==> src/verilog/hpc_pkg.sv <==
package hpc_pkg;

    // host port mode selected by the strap pins
    localparam logic [2:0] HPC_MODE_SERIAL  = 3'h0;
    localparam logic [2:0] HPC_MODE_SEP_8   = 3'h1;
    localparam logic [2:0] HPC_MODE_SEP_16  = 3'h2;
    localparam logic [2:0] HPC_MODE_CMB_8   = 3'h3;
    localparam logic [2:0] HPC_MODE_CMB_16  = 3'h4;

    // field positions
    localparam int HPC_SO_BIT      = 7;
    localparam int HPC_DATA_W      = 16;
    localparam int HPC_BYTE_W      = 8;

    // timing, in ns and in 50 ns cycles of sys_clk
    localparam int HPC_CLK_NS      = 50;
    localparam int HPC_SETUP_NS    = 100;
    localparam int HPC_STROBE_NS   = 150;
    localparam int HPC_HOLD_NS     = 100;
    localparam int HPC_SCK_HALF_NS = 250;
    localparam int HPC_SETUP_CYC   = (HPC_SETUP_NS + HPC_CLK_NS - 1) / HPC_CLK_NS;
    localparam int HPC_STROBE_CYC  = (HPC_STROBE_NS + HPC_CLK_NS - 1) / HPC_CLK_NS;
    localparam int HPC_HOLD_CYC    = (HPC_HOLD_NS + HPC_CLK_NS - 1) / HPC_CLK_NS;
    localparam int HPC_SCK_DIV     = (HPC_SCK_HALF_NS + HPC_CLK_NS - 1) / HPC_CLK_NS;

    localparam logic [7:0]  HPC_CNT_ZERO  = 8'h00;
    localparam logic [15:0] HPC_DATA_ZERO = 16'h0000;

    typedef struct packed {
        logic        write;
        logic        first;
        logic [15:0] data;
    } hpc_req_type;

    typedef struct packed {
        logic        cs_n;
        logic        rd_n;
        logic        wr_n;
        logic        start;
    } hpc_ctl_type;

endpackage

==> src/verilog/hpc_tick.sv <==
`timescale 1ns/1ps
module hpc_tick #(
    parameter int DIV = 5
) (
    input  wire logic sys_clk,
    input  wire logic arst_n,
    input  wire logic run,
    output logic      tick
);
    import hpc_pkg::*;

    logic [7:0] cnt_q;

    initial
    begin
        if (DIV < 1 || DIV > 255)
            $error("hpc_tick: DIV out of range");
    end

    always_ff @(posedge sys_clk or negedge arst_n)
    begin
        if (!arst_n)
        begin
            cnt_q <= HPC_CNT_ZERO;
            tick  <= 1'b0;
        end
        else if (!run || cnt_q == 8'(DIV - 1))
        begin
            cnt_q <= HPC_CNT_ZERO;
            tick  <= run;
        end
        else
        begin
            cnt_q <= cnt_q + 8'h01;
            tick  <= 1'b0;
        end
    end

endmodule

==> src/verilog/hpc_host.sv <==
`timescale 1ns/1ps
module hpc_host #(
    parameter logic [2:0] MODE      = hpc_pkg::HPC_MODE_SEP_16,
    parameter logic       WAIT_HIGH = 1'b0
) (
    input  wire logic               sys_clk,
    input  wire logic               arst_n,
    input  wire logic               req_valid,
    input  wire hpc_pkg::hpc_req_type req,
    output logic                    req_ready,
    output logic                    rsp_valid,
    output logic [15:0]             rsp_data,
    output logic                    irq_pending,
    output logic [2:0]              host_cfg_sel,
    output logic                    par_chip_sel_n,
    output logic                    par_rd_strobe_n,
    output logic                    par_wr_strobe_n,
    output logic                    cmd_start_mark,
    output logic [15:0]             par_data_out,
    output logic [15:0]             par_data_oe,
    input  wire logic [15:0]        par_data_in,
    input  wire logic               access_wait,
    input  wire logic               host_irq_n
);
    import hpc_pkg::*;

    typedef enum logic [2:0] {ST_IDLE, ST_SETUP, ST_STROBE, ST_HOLD, ST_SER} hpc_state_type;

    initial
    begin
        if (MODE > HPC_MODE_CMB_16)
            $error("hpc_host: unsupported MODE");
    end

    ////////////////////////////////////////////////////////////////////////////
    // mode decode

    wire serial_mode = (MODE == HPC_MODE_SERIAL);
    wire combined    = (MODE == HPC_MODE_CMB_8) || (MODE == HPC_MODE_CMB_16);
    wire wide        = (MODE == HPC_MODE_SEP_16) || (MODE == HPC_MODE_CMB_16);
    wire wait_active = (access_wait == WAIT_HIGH);
    wire [15:0] lane_mask = wide ? 16'hFFFF : 16'h00FF;

    hpc_state_type state_q;
    hpc_state_type state_d;
    logic [7:0]    cnt_q;
    logic [4:0]    bit_q;
    logic          write_q;
    logic          first_q;
    logic [15:0]   shift_q;
    logic          sck_q;
    logic          tick;

    hpc_tick #(
        .DIV (HPC_SCK_DIV)
    ) u_tick (
        .sys_clk (sys_clk),
        .arst_n  (arst_n),
        .run     (state_q == ST_SER),
        .tick    (tick)
    );

    ////////////////////////////////////////////////////////////////////////////
    // sequencing

    wire cnt_done = (cnt_q == HPC_CNT_ZERO);
    wire ser_last = tick && sck_q && (bit_q == 5'(HPC_DATA_W - 1));
    // wait only stretches the strobe phase; ignored once the strobe ends
    wire strobe_end = cnt_done && !wait_active;

    always_comb
    begin
        state_d = state_q;
        case (state_q)
            ST_IDLE:
                if (req_valid)
                    state_d = serial_mode ? ST_SER : ST_SETUP;
            ST_SETUP:
                if (cnt_done)
                    state_d = ST_STROBE;
            ST_STROBE:
                if (strobe_end)
                    state_d = ST_HOLD;
            ST_HOLD:
                if (cnt_done)
                    state_d = ST_IDLE;
            ST_SER:
                if (ser_last)
                    state_d = ST_IDLE;
            default:
                state_d = ST_IDLE;
        endcase
    end

    wire enter_par  = (state_q == ST_IDLE) && req_valid && !serial_mode;
    wire enter_ser  = (state_q == ST_IDLE) && req_valid && serial_mode;
    wire enter_str  = (state_q == ST_SETUP) && cnt_done;
    wire enter_hold = (state_q == ST_STROBE) && strobe_end;

    always_ff @(posedge sys_clk or negedge arst_n)
    begin
        if (!arst_n)
        begin
            state_q <= ST_IDLE;
            cnt_q   <= HPC_CNT_ZERO;
        end
        else
        begin
            state_q <= state_d;
            if (enter_par)
                cnt_q <= 8'(HPC_SETUP_CYC - 1);
            else if (enter_str)
                cnt_q <= 8'(HPC_STROBE_CYC - 1);
            else if (enter_hold)
                cnt_q <= 8'(HPC_HOLD_CYC - 1);
            else if (!cnt_done)
                cnt_q <= cnt_q - 8'h01;
        end
    end

    ////////////////////////////////////////////////////////////////////////////
    // request capture and serial shifter

    always_ff @(posedge sys_clk or negedge arst_n)
    begin
        if (!arst_n)
        begin
            write_q <= 1'b0;
            first_q <= 1'b0;
            shift_q <= HPC_DATA_ZERO;
            bit_q   <= 5'h00;
            sck_q   <= 1'b0;
        end
        else if (enter_par || enter_ser)
        begin
            write_q <= req.write;
            first_q <= req.first;
            shift_q <= req.data;
            bit_q   <= 5'h00;
            sck_q   <= 1'b0;
        end
        else if (state_q == ST_SER && tick)
        begin
            // device launches on falling, we sample on rising sck
            sck_q <= !sck_q;
            if (!sck_q)
                shift_q <= {shift_q[14:0], par_data_in[HPC_SO_BIT]};
            else
                bit_q <= bit_q + 5'h01;
        end
        else if (enter_hold && !write_q)
            shift_q <= par_data_in & lane_mask;
    end

    ////////////////////////////////////////////////////////////////////////////
    // pin drive

    wire in_par   = (state_q == ST_SETUP) || (state_q == ST_STROBE) || (state_q == ST_HOLD);
    wire in_ser   = (state_q == ST_SER);
    wire strobing = (state_q == ST_STROBE);
    wire idle_next = (state_d == ST_IDLE);

    hpc_ctl_type ctl_d;
    always_comb
    begin
        ctl_d.cs_n  = !(in_par || in_ser) || idle_next;
        ctl_d.start = in_par && first_q && !idle_next;
        if (in_ser)
        begin
            ctl_d.rd_n = shift_q[15];
            ctl_d.wr_n = sck_q;
        end
        else if (combined)
        begin
            ctl_d.rd_n = in_par ? !write_q : 1'b1;
            // pins lag the state by one register, so the whole strobe state is kept
            ctl_d.wr_n = !strobing;
        end
        else
        begin
            ctl_d.rd_n = !(strobing && !write_q);
            ctl_d.wr_n = !(strobing && write_q);
        end
    end

    // serial data must be presented on the next output from the new shift value
    wire ser_bit = enter_ser ? req.data[15] : (in_ser ? shift_q[15] : 1'b1);

    always_ff @(posedge sys_clk or negedge arst_n)
    begin
        if (!arst_n)
        begin
            par_chip_sel_n  <= 1'b1;
            par_rd_strobe_n <= 1'b1;
            par_wr_strobe_n <= 1'b1;
            cmd_start_mark  <= 1'b0;
            par_data_out    <= HPC_DATA_ZERO;
            par_data_oe     <= HPC_DATA_ZERO;
            req_ready       <= 1'b0;
            rsp_valid       <= 1'b0;
            rsp_data        <= HPC_DATA_ZERO;
            irq_pending     <= 1'b0;
            host_cfg_sel    <= HPC_MODE_SERIAL;
        end
        else
        begin
            host_cfg_sel    <= MODE;
            par_chip_sel_n  <= ctl_d.cs_n;
            cmd_start_mark  <= ctl_d.start;
            par_wr_strobe_n <= ctl_d.wr_n;
            par_rd_strobe_n <= (in_ser && !enter_ser) ? shift_q[15] :
                               (enter_ser ? ser_bit : ctl_d.rd_n);
            // host drives the bus only for a parallel write; device owns it on reads
            par_data_out    <= write_q ? (shift_q & lane_mask) : HPC_DATA_ZERO;
            par_data_oe     <= (in_par && write_q && !idle_next) ? lane_mask : HPC_DATA_ZERO;
            req_ready       <= idle_next && !(state_q == ST_IDLE && req_valid);
            rsp_valid       <= (state_q != ST_IDLE) && idle_next;
            if ((state_q != ST_IDLE) && idle_next)
                rsp_data <= write_q ? HPC_DATA_ZERO : shift_q;
            irq_pending     <= !host_irq_n;
        end
    end

    ////////////////////////////////////////////////////////////////////////////
    // checks

    a_strobe_needs_cs: assert property (@(posedge sys_clk) disable iff (!arst_n)
        (!par_rd_strobe_n && !serial_mode && !combined) |-> !par_chip_sel_n)
        else $error("read strobe low without chip select");

    a_write_needs_cs: assert property (@(posedge sys_clk) disable iff (!arst_n)
        (!par_wr_strobe_n && !serial_mode) |-> !par_chip_sel_n)
        else $error("write strobe low without chip select");

    a_no_rd_wr_overlap: assert property (@(posedge sys_clk) disable iff (!arst_n)
        (!serial_mode && !combined) |-> (par_rd_strobe_n || par_wr_strobe_n))
        else $error("read and write strobes both low");

    a_oe_only_write: assert property (@(posedge sys_clk) disable iff (!arst_n)
        (par_data_oe != HPC_DATA_ZERO) |-> (!par_chip_sel_n && (serial_mode == 1'b0)))
        else $error("bus driven outside a write");

    a_wait_stretch: assert property (@(posedge sys_clk) disable iff (!arst_n)
        (strobing && wait_active) |=> (state_q == ST_STROBE))
        else $error("strobe ended while wait active");

    a_start_with_cs: assert property (@(posedge sys_clk) disable iff (!arst_n)
        cmd_start_mark |-> !par_chip_sel_n)
        else $error("start mark without chip select");

    a_ser_cs_held: assert property (@(posedge sys_clk) disable iff (!arst_n)
        (in_ser && $past(in_ser)) |-> !par_chip_sel_n)
        else $error("slave select released mid transfer");

    a_irq_follow: assert property (@(posedge sys_clk) disable iff (!arst_n)
        !host_irq_n |=> irq_pending)
        else $error("interrupt not reported");

    a_upper_masked: assert property (@(posedge sys_clk) disable iff (!arst_n)
        !wide |-> (par_data_oe[15:8] == 8'h00))
        else $error("upper byte driven in 8-bit mode");

endmodule

==> config.mk <==
export PLATFORM = sky130hd
export DESIGN_NAME = hpc_host
export DESIGN_NICKNAME = d
export VERILOG_FILES = /design/src/verilog/hpc_pkg.sv /design/src/verilog/hpc_tick.sv /design/src/verilog/hpc_host.sv
export SDC_FILE = /design/constraint.sdc
export NUM_CORES = 1
export LEC_CHECK = 0
export ABC_AREA = 1
export BUFFER_PORTS_ARGS = -buffer_cell sky130_fd_sc_hd__clkbuf_2
export CORE_MARGIN = 3
export CORE_UTILIZATION = 49
export DETAILED_ROUTE_END_ITERATION = 7
export GPL_TIMING_DRIVEN = 0
export MAX_ROUTING_LAYER = met4
export PLACE_DENSITY = 0.77
export SLEW_MARGIN = 0
export SYNTH_ARGS = -nofsm -noshare
export SYNTH_HDL_FRONTEND = slang
export SYNTH_SLANG_ARGS = --single-unit
==> constraint.sdc <==
create_clock -name sys_clk -period 1.72 [get_ports sys_clk]
set_input_delay 0.258 -clock sys_clk [delete_from_list [all_inputs] [get_ports sys_clk]]
set_output_delay 0.258 -clock sys_clk [all_outputs]
set_load 0.05 [all_outputs]
==> results by stage <==
Status:
- The run finished with clean final reports.

Synthesis:
- The mapped netlist covers 4150 um2.
- The post-synthesis area per instance is just over 8 um2.
- Among all flip-flop cells after synthesis, the most frequent one is sky130_fd_sc_hd__dfrtp_1.
- The number of distinct standard cells referenced by the synthesized netlist is 30.
- Summing the sequential cell areas from Yosys gives a little over 50% of the chip area.
- The number of warnings reported in the yosys synthesis log is 0.
- The fraction of registers with async set or reset after synthesis is between 90% and 100%.
- The synthesized netlist cell count is 505.
- In this run, synthesis inferred 0 flip-flops with an integrated enable.
- In this run, synthesis produced a sequential element count of between 80 and 90.

Layout:
- The post-layout instance count excluding filler cells is about 730.
- The area overhead of the layout relative to synthesis is 27.3%.
- In the final design database the tool counted 670 nets.
- The filler cell count in the final layout is approximately 650.
- The library cell used most frequently in the layout, excluding fill and tap cells, is sky130_fd_sc_hd__nand2_1.
- Of the cells placed in the final design, the portion with a size suffix greater than 1 is between 30% and 40%.
- Leaving out fill and tap cells, the most frequent cells in the layout are 115 x sky130_fd_sc_hd__nand2_1, 93 x sky130_fd_sc_hd__clkbuf_2, 82 x sky130_fd_sc_hd__dfrtp_1, 62 x sky130_fd_sc_hd__inv_1, 46 x sky130_fd_sc_hd__nand3_1.
- The count of antenna diodes in the layout is 0.

Worst setup path:
- The most frequent cell on the critical path is sky130_fd_sc_hd__nand2_1.
- Traced cell by cell, the critical path runs through nor3_1 > inv_1 > nand3_1 > nor2_2 > nand3_4 > buf_6 > nand2_1 > nand2_1.
- For flop-to-flop paths, the worst setup slack is 2 ps.
- The critical setup path kind is flip-flop to flip-flop.
- STA classifies the critical path startpoint as a flip-flop.
- The endpoint identified for the worst register-to-register timing path is rsp_data[3]$_DFFE_PN0P_.
- Measured in cells, the most critical reg-to-reg path has a length of 8.
- The origin of the critical flop-to-flop path is state_q[0]$_DFF_PN0_.
- The critical path crosses 8 cells after its start point.
- The critical path starts at state_q[0]$_DFF_PN0_.
- The number of buffer and inverter instances along the worst setup path is 2.
- The library cell contributing the largest single delay on the critical path is sky130_fd_sc_hd__nor3_1.
- The delay contributed by the slowest stage of the critical path is between 400 and 500 ps.
- For the worst setup path, the data required time is between 2000 and 2500 ps.
- Along the worst path, the maximum fanout reaches 10.
- Grouping stages by cell kind, the critical path spends the most delay in simple AND/OR/NAND/NOR gates.
- At the worst endpoint, the arrival time is about 2000 ps.
- Following the worst setup path forward leads to its endpoint at rsp_data[3]$_DFFE_PN0P_.
- The endpoint class of the critical path is a flip-flop.

Global route:
- The initial antenna violation count is 0.
- The first global-routing pass estimated approximately 17000 um of wire.
- The largest net degree at the start of global routing is approximately 70.
- For this run the aggregate overflow at the end of global routing stands at 0.
- The number of global-route vias before repair came to approximately 3600.
- The total track usage is a little over a fifth.

Timing:
- Hold is met by about 39 ps.
- The hold violation total from the final report is 0.
- Setup repair after global routing could not meet its margin everywhere.
- The transition time of the tightest slew-check pin is between 500 and 600 ps.
- In the finished design, the share of the clock period the worst path needs comes to 99.9%.
- After layout, the worst setup slack is around 2.3 ps.
- Static timing analysis puts the maximum clock frequency at ~0.58 GHz.
- Clock skew on the completed layout was measured at between 10 and 15 ps.
- The number of slew-limit violations in the final report is 0.
- The final setup violation count is 0.
- Measured against its own limit, the worst slew margin works out to roughly 66%.
- The final period demand of the worst path is between 1500 and 2000 ps.

Floorplanning:
- The area of the core region is ~8000 um2.
- The row count is 32.
- From bottom edge to top edge, the die measures slightly below 100 um.
- Once the floorplan was initialized, standard cells occupied between 50 and 60% of the core.
- In this run the count of I/O pins placed on the die edge is 97.
- The die covers 9600 um2.
- The die is 98.0 um wide.

CTS:
- After clock tree synthesis, the clock-pin slew on the worst setup and hold paths is ~80 ps.
- At the later pin of the worst-skew pair, clock insertion delay measures between 300 and 400 ps.
- The TritonCTS clock tree is yes.
- The clock tree synthesis step divided the H-tree into 3 levels.
- The number of clock buffers added by TritonCTS is 9.
- The root cell of the clock tree is sky130_fd_sc_hd__clkbuf_8.
- The clock net sink count is 85.
- The largest buffer count on any clock path is 2.

Pwr:
- In this run the power spent charging and discharging nets is approximately 4.6 mW.
- The portion of total power attributed to sequential cells is between 30% and 40%.
- The internal power component is around 5 mW.
- Power spread over the standard cell area amounts to 1820 nW/um2.
- In this run switching power makes up between 40% and 50% of total power.
- Across the VDD grid, the largest voltage drop is a little under 0.8 mV.
- The analysis attributes to cell leakage a power of between 2 and 3 nW.
- In this run, the clock network consumes between 10% and 20% of the power.
- The combinational group share of total power is slightly above 50%.

Routing:
- The routed via count is 3748.
- The residual antenna-violating net count after detailed routing is 0.
- After detailed routing, the average wire length per cell comes to about 14 um.
- The first-pass detailed-route iteration total is 5.
- The routed design has between 10000 and 15000 um of wire.
- The final routed DRC violation total is 0.
- The per-cell via count in the routed design is a little over 5.
- The first-iteration detailed-routing DRC count is ~190.

Place:
- At the placement stage, the worst setup path has a slack of -122 ps.
- The detailed placer's ending HPWL is ~7000 um.
- The cell count after placement is about 700.
- The number of buffer cells added on primary ports is 94.
- The weighted congestion reported at the end of routability-driven placement is 0.855.

Run:
- The max-cap violation count is 0.

Min path:
- The worst hold path belongs to the class primary input to flip-flop.
-- registers in the layout (all words and copies together), names as in the netlist, 3 cells and up --
name          cells
bit_q             5
cnt_q             8
shift_q          16
rsp_data         16
state_q           3
par_data_out     16
u_tick.cnt_q      8
-- what timing repair did --
action                                  in CTS  in global routing
hold endpoints to repair                    18                  0
pin swaps                                    2                 23
gates cloned                                 0                  2
gates resized for setup                      4                 42
hold buffers                                 1                  0
buffers inserted                             3                  8
endpoints found under the setup margin      41                 63
-- cells by family (layout without fill, tap and decap cells) --
kind of cell    count (synthesis)  in the layout  synth area share [%]
simple gates                  250            250                  27.2
buf+inv                       107            232                  12.3
flops                          85             85                  51.4
compound gates                 52             52                  6.64
fa+ha+maj                       5              5                  1.51
xor+xnor                        4              4                 0.845
other cells                     2              3                 0.181
-- synthesized netlist by cell type (3+ instances only) --
cell type | number | share of area (%)
sky130_fd_sc_hd__nand2_1 | 117 | 11
sky130_fd_sc_hd__dfrtp_1 | 82 | 49
sky130_fd_sc_hd__inv_1 | 65 | 5.9
sky130_fd_sc_hd__nand3_1 | 56 | 6.8
sky130_fd_sc_hd__nor2_1 | 43 | 3.9
sky130_fd_sc_hd__o21ai_0 | 24 | 2.9
sky130_fd_sc_hd__buf_4 | 20 | 3.6
sky130_fd_sc_hd__o21ai_1 | 17 | 2.1
sky130_fd_sc_hd__nor3_1 | 11 | 1.3
sky130_fd_sc_hd__buf_2 | 8 | 0.97
sky130_fd_sc_hd__clkbuf_1 | 6 | 0.54
sky130_fd_sc_hd__nand2_2 | 6 | 0.91
sky130_fd_sc_hd__ha_1 | 5 | 1.5
sky130_fd_sc_hd__inv_2 | 5 | 0.45
sky130_fd_sc_hd__nand3_2 | 5 | 1.2
sky130_fd_sc_hd__a21oi_1 | 4 | 0.48
sky130_fd_sc_hd__nor2_2 | 4 | 0.60
sky130_fd_sc_hd__buf_6 | 3 | 0.81
sky130_fd_sc_hd__dfstp_2 | 3 | 1.9
sky130_fd_sc_hd__nand4_1 | 3 | 0.45
sky130_fd_sc_hd__nor2_4 | 3 | 0.81
sky130_fd_sc_hd__o22ai_1 | 3 | 0.45
sky130_fd_sc_hd__xor2_1 | 3 | 0.63
-- per-stage QoR --
step / instance area (um2) / util [%] / power (mW) / TNS, ps
2_1_floorplan: 4150 / - / 6.46 / 0
3_3_place_gp: 4750 / 59.6 / 7.37 / -41860
3_5_place_dp: 4780 / 60.0 / 7.49 / -2540
4_1_cts: 5060 / 63.6 / 9.23 / 0
5_1_grt: 5280 / 66.3 / 10.2 / -3780
6_report: 5280 / 66.3 / 9.58 / 0
-- power by group through the flow --
stage          Sequential (mW)  Clock (mW)  Combinational (mW)
2_1_floorplan             4.03           0                2.43
3_3_place_gp              3.09           0                4.28
3_5_place_dp              3.11           0                4.37
4_1_cts                   3.08        1.69                4.46
5_1_grt                   3.18        1.78                5.19
6_report                  3.10        1.67                4.82
-- worst reg2reg max path, stage by stage (launching register included) --
cell	delay (ps)
sky130_fd_sc_hd__dfrtp_1	410
sky130_fd_sc_hd__nor3_1	450
sky130_fd_sc_hd__inv_1	190
sky130_fd_sc_hd__nand3_1	180
sky130_fd_sc_hd__nor2_2	70
sky130_fd_sc_hd__nand3_4	100
sky130_fd_sc_hd__buf_6	150
sky130_fd_sc_hd__nand2_1	50
sky130_fd_sc_hd__nand2_1	60
-- metal layers --
layer | GRT usage [%] | part of all wire (%) | wire, um
met5 | - | 0 | 0
met4 | 7.14 | 1.3 | 137
met3 | 7.21 | 9.2 | 955
met2 | 34.8 | 50 | 5140
met1 | 26.7 | 40 | 4120
-- how the worst min path moves through the flow --
| stage | from | cells after the start | to |
|---|---|---|---|
| 3_5_place_dp | arst_n | 1 | u_tick.cnt_q[6]$_DFF_PN0_ |
| 4_1_cts | host_irq_n | 2 | irq_pending$_DFF_PN0_ |
| 3_3_place_gp | host_irq_n | 2 | irq_pending$_DFF_PN0_ |
| 2_1_floorplan | arst_n | 0 | bit_q[0]$_DFFE_PN0P_ |
| 6_report | host_irq_n | 2 | irq_pending$_DFF_PN0_ |
| 5_1_grt | host_irq_n | 2 | irq_pending$_DFF_PN0_ |
-- cell type report --
class | count | area [um2] | share of cell area [%]
clock inverter | 7 | 114 | 2.16
buffer | 37 | 268 | 5.07
sequential | 85 | 2130 | 40.4
multi-input combinational | 314 | 1640 | 31.0
tap | 102 | 128 | 2.42
timing repair buffer | 109 | 612 | 11.6
inverter | 70 | 265 | 5.02
clock buffer | 9 | 124 | 2.35
Note: power is estimated with default switching activity, not from simulation.
